**config.mk**
```make
export PLATFORM = sky130hd
export DESIGN_NAME = link_slave_status_registers
export DESIGN_NICKNAME = d
export VERILOG_FILES = /design/src/inc/link_status_pkg.sv /design/src/link_slave_status_registers.sv
export VERILOG_INCLUDE_DIRS = /design/src /design/src/inc
export SDC_FILE = /design/constraint.sdc
export NUM_CORES = 1
export LEC_CHECK = 0
export BUFFER_PORTS_ARGS = -buffer_cell sky130_fd_sc_hd__buf_4
export CORE_ASPECT_RATIO = 0.7
export CORE_MARGIN = 10
export CORE_UTILIZATION = 50
export CTS_CLUSTER_SIZE = 10
export DETAILED_ROUTE_END_ITERATION = 6
export MAX_ROUTING_LAYER = met4
export PLACE_DENSITY_LB_ADDON = 0.15
export SLEW_MARGIN = 20
export SYNTH_ARGS = -nofsm -noshare
export SYNTH_HDL_FRONTEND = slang
export SYNTH_SLANG_ARGS = --single-unit
```
**constraint.sdc**
```tcl
create_clock -name pclk -period 7.1 [get_ports pclk]
set_input_delay 0.71 -clock pclk [delete_from_list [all_inputs] [get_ports pclk]]
set_output_delay 0.71 -clock pclk [all_outputs]
set_load 0.02 [all_outputs]
```
**src/inc/link_status_cfg.svh**
```systemverilog
// Constants for the link slave status register bank.
// Assumes a 250 MHz APB clock; included by the package and the design.
`ifndef LINK_STATUS_CFG_SVH
`define LINK_STATUS_CFG_SVH

// Register indices; byte address is four times the index
`define LS_IDX_RESULT    6'h05
`define LS_IDX_COND      6'h06
`define LS_IDX_SHDN      6'h07

// Link result codes
`define LS_RC_NONE       8'h00
`define LS_RC_CMD_REJ    8'h10
`define LS_RC_DATA_REJ   8'h11
`define LS_RC_LINE_LOST  8'h12
`define LS_RC_REQ_RETRY  8'h14
`define LS_RC_PKT_RETRY  8'h15
`define LS_RC_MST_TMO    8'h18
`define LS_RC_BUSY       8'h19
`define LS_RC_BAD_TX     8'h1B
`define LS_RC_BAD_RX     8'h1C
`define LS_RC_CORRUPT    8'h1D

// Device condition register fields and reset values
`define LS_COND_CFG_BIT  7
`define LS_COND_BATT_BIT 6
`define LS_COND_DEAD_BIT 5
`define LS_COND_MOIS_BIT 4
`define LS_COND_RST_MSB  3
`define LS_CFG_DONE_RST  1'h1
`define LS_RST_NONE      4'h0
`define LS_RST_OFF       4'h1
`define LS_RST_SEALED_SHIPPING_STATE      4'h2
`define LS_RST_SYSUV     4'h4
`define LS_RST_THERM     4'h8

// Shutdown and UART register fields
`define LS_SHDN_UART_BIT 4
`define LS_SHDN_PRCH_BIT 3
`define LS_SHDN_MSB      2
`define LS_SD_NONE       3'h0
`define LS_SD_OTHER      3'h4

// Busy error byte threshold
`define LS_BUSY_BYTES    16'h0080

// Times and derived cycle counts
`define LS_CLK_MHZ       250
`define LS_UART_IDLE_MS  500
`define LS_SHDN_MS       20
`define LS_MST_TMO_US    1000
`define LS_UART_IDLE_CYC (`LS_UART_IDLE_MS * 1000 * `LS_CLK_MHZ)
`define LS_SHDN_CYC      (`LS_SHDN_MS * 1000 * `LS_CLK_MHZ)
`define LS_MST_TMO_CYC   (`LS_MST_TMO_US * `LS_CLK_MHZ)

`endif

```
**src/inc/link_status_pkg.sv**
```systemverilog
// Types shared by the link slave status register bank.
// Assumes link_status_cfg.svh is on the include path.
`include "link_status_cfg.svh"

package link_status_pkg;

  // Result code of the last link transaction
  typedef enum logic [7:0] {
    RC_NONE       = `LS_RC_NONE,
    RC_CMD_REJ    = `LS_RC_CMD_REJ,
    RC_DATA_REJ   = `LS_RC_DATA_REJ,
    RC_LINE_LOST  = `LS_RC_LINE_LOST,
    RC_REQ_RETRY  = `LS_RC_REQ_RETRY,
    RC_PKT_RETRY  = `LS_RC_PKT_RETRY,
    RC_MST_TMO    = `LS_RC_MST_TMO,
    RC_BUSY       = `LS_RC_BUSY,
    RC_BAD_TX     = `LS_RC_BAD_TX,
    RC_BAD_RX     = `LS_RC_BAD_RX,
    RC_CORRUPT    = `LS_RC_CORRUPT
  } result_code_e;

endpackage

```
**src/link_slave_status_registers.sv**
```systemverilog
// Read-only status bank: link result code, device conditions, shutdown.
// Assumes an APB master on pclk and link/charger inputs synchronous to it.
//
// Summary of operation
// - Eight-bit read-only link result code
// - Code 00 ok, 10 command rejected
// - Code 11 data rejected, short transfers
// - Code 14 request nack limit, bulk
// - Code 15 packet nack limit, bulk
// - Master must answer; else code 18
// - Code 19 timer expiry, over 128 bytes
// - Code 1B bad command or argument
// - Code 1C unexpected packet for ack
// - Code 1D corrupted ack; 12 line lost in probe; others reserved
// - Config load done bit, resets to one
// - Battery bit updated only while link valid
// - Dead battery flag from discharge check
// - Moisture bit follows detector
// - Restart cause latched, legal codes only
// - UART switch open after idle timeout
// - Pre-charge bit only with charger enabled
// - Shutdown cause announced 20 ms ahead
//
// The APB register port was left to the implementer.
`include "link_status_cfg.svh"
`timescale 1ns/1ns
`default_nettype none

module link_slave_status_registers #(
  parameter int unsigned UART_IDLE_CYC = `LS_UART_IDLE_CYC,
  parameter int unsigned SHDN_CYC      = `LS_SHDN_CYC,
  parameter int unsigned MST_TMO_CYC   = `LS_MST_TMO_CYC,
  parameter int unsigned LIM_W         = 8,
  parameter int unsigned BYTE_W        = 16
) (
  input  wire logic              pclk,
  input  wire logic              presetn,
  input  wire logic              psel,
  input  wire logic              penable,
  input  wire logic              pwrite,
  input  wire logic [7:0]        paddr,
  input  wire logic [31:0]       pwdata,
  output logic      [31:0]       prdata,
  output logic                   pready,
  output logic                   pslverr,
  input  wire logic              xfer_start,
  input  wire logic              bulk_mode,
  input  wire logic              short_mode,
  input  wire logic              cmd_ok,
  input  wire logic              result_cmd_rejected,
  input  wire logic              result_data_rejected,
  input  wire logic              probe_active,
  input  wire logic              nack_to_request,
  input  wire logic              nack_to_packet,
  input  wire logic [LIM_W-1:0]  request_nack_limit,
  input  wire logic [LIM_W-1:0]  data_retry_limit,
  input  wire logic              awaiting_ack,
  input  wire logic              ack_received,
  input  wire logic              busy_timer_expired,
  input  wire logic [BYTE_W-1:0] bytes_received,
  input  wire logic              bad_command,
  input  wire logic              unexpected_packet,
  input  wire logic              corrupted_ack,
  input  wire logic              config_load_done,
  input  wire logic              line_voltage_present,
  input  wire logic              link_connected,
  input  wire logic              link_waiting,
  input  wire logic              battery_above_undervoltage,
  input  wire logic              dead_check_done,
  input  wire logic              dead_battery_found,
  input  wire logic              moisture_detected,
  input  wire logic              restart_event,
  input  wire logic [3:0]        restart_cause,
  input  wire logic              uart_timeout_enable,
  input  wire logic              uart_line_active,
  input  wire logic              charger_enable,
  input  wire logic              precharge_reached,
  input  wire logic [2:0]        shutdown_cause,
  output logic                   result_done,
  output logic                   result_error,
  output logic                   uart_switch_open,
  output logic                   shutdown_now
);

  localparam int unsigned UW = $clog2(UART_IDLE_CYC + 1);
  localparam int unsigned SW = $clog2(SHDN_CYC + 1);
  localparam int unsigned MW = $clog2(MST_TMO_CYC + 1);

  // Saturating increment so a stuck partner cannot wrap the count
  function automatic logic [LIM_W-1:0] inc_sat(input logic [LIM_W-1:0] c);
    inc_sat = (&c) ? c : c + LIM_W'(1);
  endfunction

  // Limit reached on this nack; a zero limit never fires
  function automatic logic limit_hit(input logic [LIM_W-1:0] c,
                                     input logic [LIM_W-1:0] lim);
    limit_hit = (lim != '0) && (inc_sat(c) == lim);
  endfunction

  // Byte address of a register index
  function automatic logic [7:0] reg_addr(input logic [5:0] idx);
    reg_addr = {idx, 2'b00};
  endfunction

  link_status_pkg::result_code_e result_q;
  logic              result_done_q;
  logic              result_error_q;
  logic [LIM_W-1:0]  req_cnt_q;
  logic [LIM_W-1:0]  pkt_cnt_q;
  logic [MW-1:0]     mst_cnt_q;
  logic              line_prev_q;
  logic              cfg_done_q;
  logic              batt_q;
  logic              dead_q;
  logic              moist_q;
  logic [3:0]        restart_q;
  logic [UW-1:0]     uart_cnt_q;
  logic              uart_open_q;
  logic              prch_q;
  logic [2:0]        shdn_q;
  logic [SW-1:0]     shdn_cnt_q;
  logic              shdn_now_q;
  logic [31:0]       prdata_q;
  logic              pslverr_q;

  // Individual error events of the current cycle
  wire ev_cmd_rej   = result_cmd_rejected;
  wire ev_data_rej  = result_data_rejected & short_mode;
  wire ev_line_lost = probe_active & line_prev_q
                      & ~line_voltage_present;
  wire ev_req_retry = nack_to_request & bulk_mode
                      & limit_hit(req_cnt_q, request_nack_limit);
  wire ev_pkt_retry = nack_to_packet & bulk_mode
                      & limit_hit(pkt_cnt_q, data_retry_limit);
  wire mst_expire   = awaiting_ack & ~ack_received
                      & (mst_cnt_q == MW'(MST_TMO_CYC - 1));
  wire ev_busy      = busy_timer_expired
                      & (bytes_received > BYTE_W'(`LS_BUSY_BYTES));
  wire any_err      = ev_cmd_rej | ev_data_rej | ev_line_lost
                      | ev_req_retry | ev_pkt_retry | mst_expire
                      | ev_busy | bad_command | unexpected_packet
                      | corrupted_ack;

  // Priority: corruption is the most specific diagnosis, plain ok least
  link_status_pkg::result_code_e code_d;
  assign code_d =
    corrupted_ack     ? link_status_pkg::RC_CORRUPT    :
    unexpected_packet ? link_status_pkg::RC_BAD_RX     :
    bad_command       ? link_status_pkg::RC_BAD_TX     :
    ev_busy           ? link_status_pkg::RC_BUSY       :
    mst_expire        ? link_status_pkg::RC_MST_TMO    :
    ev_pkt_retry      ? link_status_pkg::RC_PKT_RETRY  :
    ev_req_retry      ? link_status_pkg::RC_REQ_RETRY  :
    ev_line_lost      ? link_status_pkg::RC_LINE_LOST  :
    ev_data_rej       ? link_status_pkg::RC_DATA_REJ   :
    ev_cmd_rej        ? link_status_pkg::RC_CMD_REJ    :
                        link_status_pkg::RC_NONE;

  // Result code latch with done and error strobes beside it
  always_ff @(posedge pclk or negedge presetn) begin
    if (!presetn) begin
      result_q       <= link_status_pkg::RC_NONE;
      result_done_q  <= 1'b0;
      result_error_q <= 1'b0;
    end else begin
      if (any_err | cmd_ok) begin
        result_q <= code_d;
      end
      result_done_q  <= cmd_ok & ~any_err;
      result_error_q <= any_err;
    end
  end

  // Nack counters restart with each transfer; the start wins
  always_ff @(posedge pclk or negedge presetn) begin
    if (!presetn) begin
      req_cnt_q <= '0;
      pkt_cnt_q <= '0;
    end else if (xfer_start) begin
      req_cnt_q <= '0;
      pkt_cnt_q <= '0;
    end else begin
      if (nack_to_request & bulk_mode) begin
        req_cnt_q <= inc_sat(req_cnt_q);
      end
      if (nack_to_packet & bulk_mode) begin
        pkt_cnt_q <= inc_sat(pkt_cnt_q);
      end
    end
  end

  // Master answer timer runs only while an ack is owed
  always_ff @(posedge pclk or negedge presetn) begin
    if (!presetn) begin
      mst_cnt_q <= '0;
    end else if (!awaiting_ack || ack_received || mst_expire) begin
      mst_cnt_q <= '0;
    end else begin
      mst_cnt_q <= mst_cnt_q + MW'(1);
    end
  end

  // Previous line level for the loss edge during a probe
  always_ff @(posedge pclk or negedge presetn) begin
    if (!presetn) begin
      line_prev_q <= 1'b0;
    end else begin
      line_prev_q <= line_voltage_present;
    end
  end

  // Battery reading is frozen while the link state makes it invalid
  wire batt_valid = line_voltage_present & link_connected
                    & ~link_waiting;

  // Legal restart codes; anything else keeps the previous cause
  wire restart_legal = (restart_cause == `LS_RST_NONE)
                     | (restart_cause == `LS_RST_OFF)
                     | (restart_cause == `LS_RST_SEALED_SHIPPING_STATE)
                     | (restart_cause == `LS_RST_SYSUV)
                     | (restart_cause == `LS_RST_THERM);

  // Device condition register
  always_ff @(posedge pclk or negedge presetn) begin
    if (!presetn) begin
      cfg_done_q <= `LS_CFG_DONE_RST;
      batt_q     <= 1'b0;
      dead_q     <= 1'b0;
      moist_q    <= 1'b0;
      restart_q  <= `LS_RST_NONE;
    end else begin
      cfg_done_q <= config_load_done;
      if (batt_valid) begin
        batt_q <= battery_above_undervoltage;
      end
      if (dead_check_done) begin
        dead_q <= dead_battery_found;
      end
      moist_q <= moisture_detected;
      if (restart_event && restart_legal) begin
        restart_q <= restart_cause;
      end
    end
  end

  // UART idle timer; open state leaves on activity or disable
  wire uart_expire = uart_timeout_enable & ~uart_line_active
                     & (uart_cnt_q == UW'(UART_IDLE_CYC - 1));
  always_ff @(posedge pclk or negedge presetn) begin
    if (!presetn) begin
      uart_cnt_q  <= '0;
      uart_open_q <= 1'b0;
    end else begin
      if (!uart_timeout_enable || uart_line_active) begin
        uart_cnt_q <= '0;
      end else if (!uart_expire) begin
        uart_cnt_q <= uart_cnt_q + UW'(1);
      end
      uart_open_q <= uart_expire | (uart_open_q
                     & uart_timeout_enable & ~uart_line_active);
    end
  end

  // Shutdown notice; causes above the legal range read as none
  wire [2:0] shdn_d = (shutdown_cause > `LS_SD_OTHER) ? `LS_SD_NONE
                                                      : shutdown_cause;
  wire shdn_due = (shdn_q != `LS_SD_NONE)
                  & (shdn_cnt_q == SW'(SHDN_CYC - 1));
  always_ff @(posedge pclk or negedge presetn) begin
    if (!presetn) begin
      prch_q     <= 1'b0;
      shdn_q     <= `LS_SD_NONE;
      shdn_cnt_q <= '0;
      shdn_now_q <= 1'b0;
    end else begin
      prch_q <= charger_enable & precharge_reached;
      shdn_q <= shdn_d;
      if (shdn_q == `LS_SD_NONE) begin
        shdn_cnt_q <= '0;
      end else if (!shdn_due) begin
        shdn_cnt_q <= shdn_cnt_q + SW'(1);
      end
      shdn_now_q <= shdn_due | (shdn_now_q & (shdn_q != `LS_SD_NONE));
    end
  end

  // Register images; reserved bits read as zero
  wire [31:0] word_result = {24'h00_0000, result_q};
  wire [31:0] word_cond   = {24'h00_0000, cfg_done_q, batt_q, dead_q,
                             moist_q, restart_q};
  wire [31:0] word_shdn   = {24'h00_0000, 3'h0, uart_open_q, prch_q,
                             shdn_q};

  // Address decode for the setup phase
  wire setup      = psel & ~penable;
  wire hit_result = (paddr == reg_addr(`LS_IDX_RESULT));
  wire hit_cond   = (paddr == reg_addr(`LS_IDX_COND));
  wire hit_shdn   = (paddr == reg_addr(`LS_IDX_SHDN));
  wire hit_any    = hit_result | hit_cond | hit_shdn;
  wire [31:0] read_word = hit_result ? word_result :
                          hit_cond   ? word_cond   :
                          hit_shdn   ? word_shdn   : 32'h0000_0000;

  // Read data captured at setup so the access phase needs no wait;
  // writes store nothing, reading disturbs nothing
  always_ff @(posedge pclk or negedge presetn) begin
    if (!presetn) begin
      prdata_q  <= 32'h0000_0000;
      pslverr_q <= 1'b0;
    end else if (setup) begin
      prdata_q  <= pwrite ? 32'h0000_0000 : read_word;
      pslverr_q <= ~hit_any;
    end
  end

  assign prdata           = prdata_q;
  assign pready           = 1'b1;
  assign pslverr          = pslverr_q & psel & penable;
  assign result_done      = result_done_q;
  assign result_error     = result_error_q;
  assign uart_switch_open = uart_open_q;
  assign shutdown_now     = shdn_now_q;

  // Checks on the result code, status fields and unmapped accesses
  a_ok_code: assert property (@(posedge pclk) disable iff (!presetn)
    cmd_ok && !any_err |=> result_done_q
      && result_q == link_status_pkg::RC_NONE)
    else $error("ok without error did not give code zero");

  a_corrupt_wins: assert property (@(posedge pclk) disable iff (!presetn)
    corrupted_ack |=> result_error_q
      && result_q == link_status_pkg::RC_CORRUPT)
    else $error("corrupted ack not reported");

  a_bad_tx_code: assert property (@(posedge pclk) disable iff (!presetn)
    bad_command && !corrupted_ack && !unexpected_packet
      |=> result_q == link_status_pkg::RC_BAD_TX)
    else $error("bad command code missing");

  a_busy_cause: assert property (@(posedge pclk) disable iff (!presetn)
    result_error_q && result_q == link_status_pkg::RC_BUSY
      |-> $past(bytes_received) > BYTE_W'(`LS_BUSY_BYTES))
    else $error("busy code without enough bytes");

  a_timeout_cause: assert property (@(posedge pclk) disable iff (!presetn)
    result_error_q && result_q == link_status_pkg::RC_MST_TMO
      |-> $past(awaiting_ack) && !$past(ack_received))
    else $error("master timeout without pending ack");

  a_short_only: assert property (@(posedge pclk) disable iff (!presetn)
    result_error_q && result_q == link_status_pkg::RC_DATA_REJ
      |-> $past(short_mode))
    else $error("data reject code outside short transfer");

  a_bulk_only: assert property (@(posedge pclk) disable iff (!presetn)
    result_error_q && (result_q == link_status_pkg::RC_REQ_RETRY
      || result_q == link_status_pkg::RC_PKT_RETRY)
      |-> $past(bulk_mode))
    else $error("retry limit code outside bulk transfer");

  a_line_lost: assert property (@(posedge pclk) disable iff (!presetn)
    result_error_q && result_q == link_status_pkg::RC_LINE_LOST
      |-> $past(probe_active) && !$past(line_voltage_present))
    else $error("line lost code without probe loss");

  a_batt_hold: assert property (@(posedge pclk) disable iff (!presetn)
    !batt_valid |=> $stable(batt_q))
    else $error("battery bit moved while invalid");

  a_uart_gate: assert property (@(posedge pclk) disable iff (!presetn)
    !uart_timeout_enable |=> !uart_switch_open)
    else $error("uart switch open with timer disabled");

  a_prch_gate: assert property (@(posedge pclk) disable iff (!presetn)
    !charger_enable |=> !prch_q)
    else $error("pre-charge bit set with charger off");

  a_unmapped: assert property (@(posedge pclk) disable iff (!presetn)
    setup && !hit_any |=> pslverr)
    else $error("unmapped access not flagged");

endmodule // link_slave_status_registers

`default_nettype wire

```
==> results of run 1 <==
## critical path, stage by stage, from the launching register on
cell and delay, ps:
dfrtp_1 470, ha_1 430, and3_1 330, nand3_1 160
a221oi_1 320, nand4_1 180, or4_4 500, nand3_2 140
mux2_1 340
## flip-flops by register name, summed over array words and instances (netlist names), 3 cells and up
name / count
uart_cnt_q: 27
shdn_cnt_q: 23
mst_cnt_q: 18
pkt_cnt_q: 8
prdata: 8
req_cnt_q: 8
result_q: 5
restart_q: 4
shdn_q: 3
## synth_stat cells (3+ instances only)
master / number / area (um^2)
a21oi_1: 21 / 105
a22oi_1: 8 / 60.1
a31oi_1: 7 / 43.8
and2_1: 6 / 37.5
and3_1: 20 / 125
and4_1: 12 / 105
buf_2: 6 / 30.0
buf_4: 28 / 210
clkbuf_1: 18 / 67.6
dfrtp_1: 114 / 2850
ha_1: 5 / 62.6
inv_1: 18 / 67.6
mux2_2: 10 / 113
mux2i_1: 5 / 50.1
nand2_1: 61 / 229
nand2b_1: 9 / 56.3
nand3_1: 35 / 175
nand4_1: 19 / 119
nor2_1: 101 / 379
nor2b_1: 11 / 68.8
nor3_1: 15 / 75.1
nor4_1: 9 / 56.3
nor4b_1: 4 / 35.0
o21ai_0: 27 / 135
o221ai_1: 3 / 26.3
o31ai_1: 5 / 37.5
or3_1: 11 / 68.8
or4_1: 5 / 37.5
xnor2_1: 28 / 245
xor2_1: 46 / 403
## power breakdown
group | internal [mW] | switching [mW] | leakage (nW) | total [mW]
clock network | 0.540 | 0.298 | 0.282 | 0.838
logic | 0.0595 | 0.0770 | 1.55 | 0.136
registers | 0.672 | 0.0111 | 1.55 | 0.683
## worst paths after layout
path / start / endpoint / slack, ps / cells after the start
setup / recovery: req_cnt_q[0] / result_q[3] / 4110 / 8
setup reg to reg: req_cnt_q[0] / result_q[3] / 4110 / 8
hold reg to reg: mst_cnt_q[0] / mst_cnt_q[0] / 470 / 1
min in group pclk: config_load_done / cfg_done_q / 410 / 1
max in group asynchronous: presetn / result_q[3] / 5510 / 2
hold / removal: presetn / uart_cnt_q[3] / 300 / 1
## per-stage QoR
step / util, % / instances / hold slack (ps)
6_report: 61.9 / 974 / 298
5_1_grt: 61.9 / 974 / 343
4_1_cts: 61.9 / 974 / 326
3_5_place_dp: 57.3 / 942 / 455
3_3_place_gp: 57.3 / 942 / 438
2_1_floorplan: - / 739 / 414
## final cells by class
cell class	instances	area [um^2]	share of cell area, %
flip-flops and latches	115	2880	36.8
inverters	18	67.6	0.864
multi-input cells	552	3380	43.2
clock buffers	22	474	6.06
well taps	162	203	2.59
clock inverters	10	108	1.38
repair buffers	95	713	9.12
## logic make-up (layout without fill, tap and decap cells)
logic type	after synthesis	in the layout	synth area share, %
flops	115	115	43.9
compound gates	93	93	9.53
buf+inv	72	145	5.96
simple gates	338	338	26.8
mux	16	16	2.65
xor+xnor	74	74	9.89
other cells	2	25	0.115
fa+ha+maj	6	6	1.11
## routing by layer
layer,up-vias,track usage [%]
met5,-,-
met4,0,4.95
met3,20,4.41
met2,160,28.7
met1,2672,24.2
li1,2631,-
==> impl_results.md, run 1 <==
* Worst hold path type: input port to async pin
* Fillers at 1056
* Synth Register Bits at about 120
* Max layer used: met4
* Instance count of the mapped netlist at 716
* Commonest non-fill, non-tap cell in the layout: dfrtp_1
* Synthesized cell area at about 6600 um^2
* Final #Nets at between 900 and 1000
* Power per Cell Area at roughly 210 nW/um^2
* Avg Inst Size Synth at approximately 9 um^2
* Post-synth EDFFs at 0
* Final setup vio count at 0
* CP startpoint kind: flop
* Layout cells sized above 1 at about a fifth
* IO buf count at slightly above 90
* Largest net degree at the start of global routing at between 70 and 80
* Max-slew headroom at approximately 41%
* CTS resizes at 0
* Worst Tran Pin Value at 879 ps
* Worst-Skew Late Latency at 410 ps
* Initial drt markers at ~400
* Setup TNS at 0 ps
* Met1 Wirelength at just under 8 mm
* Max-slew violations at 0
* Most common flop cell mapped by yosys: dfrtp_1
* Final instance area at 7820 um^2
* Clk slew on worst S/H paths at roughly 50 ps
* GP Congestion at 0.848
* Cell variety after synth at a little under 70
* Tcrit/Tclk final at between 40% and 50%
* Drt total wl at approximately 16 mm
* Post-synth ARST share at 100%
* Sequential area share after synthesis at 43.9%
* Chip height at about 120 um
* Peak VDD IR at ~0.18 mV
* Required time of the critical path at between 7000 and 8000 ps
* Placed cell area at between 7000 and 8000 um^2
* Routed length per instance at around 17 um
* CTS Root Cell: clkbuf_16
* Num CTS Buffers at 17
* Die W at about 160 um
* Full die area at ~18000 um^2
* GRT Util Overall at a little under a fifth
* Crit path kind: flop to flop
* Via Count at approximately 5500
* Number of global-route vias before repair at 5524
* First-pass GRT wire length at 26.8 mm
* Core Box Area at roughly 13000 um^2
* Initial core utilization at roughly 52%
* Row count at 34
* CTS tree: done
* Crit path DAT at about 3300 ps
* H-tree depth at 4
* Ports at 150
* DRT Pass-1 Iters at 7
* Max Cap Viol at 0
* Synth Warn # at 0
* Final Hold Viols at 0
* Final WS setup at a little over 4000 ps
* Initial antenna violation count at 0
* Vias per std cell at 5.63
* RSZ-0062 raised after global routing: no
* Drt drc at 0
* Final Skew at between 10 and 15 ps
* GRT overflow at 0
* N_diodes at 0
* Leak at 3.39 nW
* Routed Antenna Nets at 0
* Hold_buf cts at 0
* Post-CTS Setup Bufs at 0
* Area grow syn2layout at 19.4%
* Clock sinks at about 120
* Max Fclk at roughly 330 MHz
* CP endpoint kind: flop
* Crit Path Max Fanout at 8
* DP Worst Slack at between 4000 and 5000 ps
* Final min period at ~3000 ps
* Wire length on met3 at 793 um
* Maximum clock insertion buffer count at 2
* Metal2 WL at ~7.6 mm
* Total power at 1.66 mW
* Most frequent cells in the layout: dfrtp_1 (114), nor2_1 (101), buf_4 (95)
* Post-DP HPWL at about 12 mm
* Outcome: complete, no violations
No activity file was read; power rests on OpenSTA's default activity.
==> run 2: changes to the inputs <==
- ABC_AREA: unset -> 1
- clock period: 7.1 -> 2.81 ns (I/O delays scaled with it)
==> impl_results.md, run 2 <==
* Post-Synth XOR/XNOR Area at 1.39% (was 9.89%)
* Worst-Skew Late Latency at 400 ps (was 410 ps)
* Worst hold path type: input port to flop (was input port to async pin)
* Cell variety after synth at 47 (was 69)
* Largest regs: uart_cnt_q x27, shdn_cnt_q x23, mst_cnt_q x18 (unchanged)
* Grt met1 use at 27.9% (was 24.2%)
* Top cells by count, synth: nand2_1 (180), inv_1 (142), dfrtp_1 (114) (was dfrtp_1 (114), nor2_1 (101), nand2_1 (61))
* H-tree depth at 4 (unchanged)
* Layout cells sized above 1 at 16.4% (was 19.0%)
* Clk slew on worst S/H paths at 60 ps (was 50 ps)
* Clock power frac at 50.6% (about the same)
* Max-slew violations at 0 (unchanged)
* Number of global-route vias before repair at 6044 (was 5524)
* Synthesized cell area at 6910 um^2 (was 6560 um^2)
* DP Cell Count at 1201 (was 942)
* Routed length per instance at 14.2 um (was 16.7 um)
* Reg power frac at 40.7% (was 41.2%)
* DRT Pass-1 Iters at 5 (was 7)
* Max Fclk at 461 MHz (was 334 MHz)
* Count leader, synth: nand2_1 (was dfrtp_1)
* Largest Register: uart_cnt_q (unchanged)
* P_int at 3.26 mW (was 1.27 mW)
* Via Count at 6404 (was 5483)
* Post-synth top area cell: dfrtp_1 (unchanged)
* Max reg flops at 27 (unchanged)
* FF-to-FF End: result_q[2] (was result_q[3])
* Max Cap Viol at 0 (unchanged)
* Initial antenna violation count at 0 (unchanged)
* Peak VDD IR at 0.416 mV (was 0.177 mV)
* Chip height at 118 um (was 116 um)
* Crit path kind: flop to flop (unchanged)
* Reg2Reg Depth at 14 (was 8)
* Required time of the critical path at 3100 ps (was 7380 ps)
* Synth Area in Compound Gates at 11.3% (was 9.52%)
* Reg2reg setup slack at 640 ps (was 4110 ps)
* Final setup vio count at 0 (unchanged)
* CTS tree: done (unchanged)
* Synth area leaders: dfrtp_1 (41%), nand2_1 (9.8%), inv_1 (7.7%) (was dfrtp_1 (44%), xor2_1 (6.1%), nor2_1 (5.8%))
* Post-DP HPWL at 13.5 mm (was 11.9 mm)
* Power per Cell Area at 506 nW/um^2 (was 212 nW/um^2)
* Clock sinks at 115 (unchanged)
* Combinational power share at 8.6% (was 8.2%)
* Avg Inst Size Synth at 7.46 um^2 (was 9.16 um^2)
* RSZ-0062 raised after global routing: no (unchanged)
* Sequential area share after synthesis at 41.7% (was 43.9%)
* Largest net degree at the start of global routing at 68 (was 72)
* Final Skew at 11.3 ps (was 13.8 ps)
* CP Launch Point: pkt_cnt_q[0] (was req_cnt_q[0])
* Row count at 35 (was 34)
* Drt drc at 0 (unchanged)
* Most common flop cell mapped by yosys: dfrtp_1 (unchanged)
* CP startpoint kind: flop (unchanged)
* Sw Share at 23.3% (about the same)
* Final Hold Viols at 0 (unchanged)
* Busiest grt layer: met1 (was met2)
* Final instance area at 8390 um^2 (was 7820 um^2)
* Final core utilization at 62.8% (was 61.9%)
* Outcome: complete, no violations (unchanged)
* Crit Path Max Fanout at 6 (was 8)
* Psw at 0.990 mW (was 0.386 mW)
* IO buf count at 92 (unchanged)
* Initial drt markers at 494 (was 389)
* GRT overflow at 0 (unchanged)
* Vias per std cell at 5.18 (was 5.63)
* Post-CTS Setup Bufs at 0 (unchanged)
* Num CTS Buffers at 17 (unchanged)
* Die W at 160 um (was 157 um)
* Final min period at 2170 ps (was 2990 ps)
* Worst Tran Pin Value at 791 ps (was 879 ps)
* Largest family of logic cells by synthesized area: simple AND/OR/NAND/NOR gates (unchanged)
* GRT Util Overall at 18.9% (was 18.6%)
* Instance count of the mapped netlist at 926 (was 716)
* Grt met3 use at 3.95% (was 4.41%)
* Synth Warn # at 0 (unchanged)
* GP Congestion at 0.919 (was 0.848)
* Total power at 4.24 mW (was 1.66 mW)
* Top cell type's share of synthesized area at 41.3% (was 43.5%)
* Mux share of post-synthesis cell area at 0.163% (was 2.65%)
* Commonest non-fill, non-tap cell in the layout: nand2_1 (was dfrtp_1)
* Setup crit end: result_q[2] (was result_q[3])
* Placed cell area at 7760 um^2 (was 7240 um^2)
* FF-to-FF Start: pkt_cnt_q[0] (was req_cnt_q[0])
* Maximum clock insertion buffer count at 2 (unchanged)
* Core Box Area at 13400 um^2 (was 12600 um^2)
* Adder-cell share of the synthesized area at 0.906% (was 1.11%)
* CTS Root Cell: clkbuf_16 (unchanged)
* Drt total wl at 17.5 mm (was 16.2 mm)
* Area grow syn2layout at 21.4% (was 19.4%)
* Routed Antenna Nets at 0 (unchanged)
* N_diodes at 0 (unchanged)
* Initial core utilization at 51.7% (was 51.9%)
* CP endpoint kind: flop (unchanged)
* Multi-input gate area at 3360 um^2 (was 3380 um^2)
* Max-slew headroom at 46.8% (was 41.4%)
* Final #Nets at 1156 (was 916)
* M2 GR Usage at 25.6% (was 28.7%)
* First-pass GRT wire length at 29.6 mm (was 26.8 mm)
* Leak at 4.01 nW (was 3.39 nW)
* Post-synth ARST share at 100% (unchanged)
* Fillers at 1199 (was 1056)
* Tcrit/Tclk final at 77.1% (was 42.2%)
* Register area at 2880 um^2 (unchanged)
* Post-Synth Simple-Gate Area at 33.6% (was 26.8%)
* Crit path DAT at 2450 ps (was 3280 ps)
* Finished Layout Cells at 1237 (was 974)
* Setup TNS at 0 ps (unchanged)
* Ports at 150 (unchanged)
* Most frequent cells in the layout: nand2_1 (180), inv_1 (142), dfrtp_1 (114) (was dfrtp_1 (114), nor2_1 (101), buf_4 (95))
* Post-synth EDFFs at 0 (unchanged)
* Synth Register Bits at 115 (unchanged)
* Full die area at 19000 um^2 (was 18200 um^2)
==> run 2: layer usage <==
layer	wire length, um	up-vias
met5	0	-
met4	80	0
met3	1020	6
met2	7290	186
met1	9130	2958
li1	-	3254
==> run 2: cell type report <==
type	instances	area share [%]
Timing Repair Buffer	101	9.31
Clock buffer	21	5.37
Tap cell	185	2.76
Clock inverter	11	1.63
Sequential cell	115	34.3
Inverter	146	6.54
Multi-Input combinational cell	658	40.1
==> run 2: worst min path at each step <==
stage,from,to,cells past startpoint
2_1_floorplan,presetn,batt_q,0
3_3_place_gp,presetn,pkt_cnt_q[0],1
3_5_place_dp,presetn,pkt_cnt_q[0],1
4_1_cts,shutdown_cause[2],shdn_q[1],2
5_1_grt,shutdown_cause[2],shdn_q[1],2
6_report,shutdown_cause[2],shdn_q[1],2
==> run 2: timing repair <==
action	CTS	global route
hold buffers	4	0
resized for setup	0	0
hold endpoints to repair	21	0
==> run 2: stage by stage <==
step                setup WS [ps]  hold slack (ps)
floorplan                     987            -14.6
global placement              713              185
detailed placement            672              185
CTS                           649             23.1
global route                  440             23.1
finish                        642             35.2
==> run 2: power groups by stage <==
stage / sequential (mW) / clock (mW) / combinational [mW]
2_1_floorplan: 1.75 / 0 / 0.214
3_3_place_gp: 1.76 / 0 / 0.358
3_5_place_dp: 1.75 / 0 / 0.362
4_1_cts: 1.73 / 2.17 / 0.368
5_1_grt: 1.73 / 2.26 / 0.420
6_report: 1.73 / 2.15 / 0.367
==> run 2: kinds of logic after synthesis <==
family | count (synthesis)
buf+inv | 176
other cells | 2
xor+xnor | 11
fa+ha+maj | 5
simple gates | 484
mux | 1
flops | 115
compound gates | 132
==> run 2: critical path: stages, from the launching register on <==
cell,delay (ps)
dfrtp_1,400
ha_1,260
nand2_2,100
nor2_4,170
nand2_2,90
nand3_1,70
nand2_1,100
nand2_1,70
nand2_1,50
nor2_1,210
nand4_2,180
nand4_1,160
nand3_1,90
nand2_1,70
inv_1,40
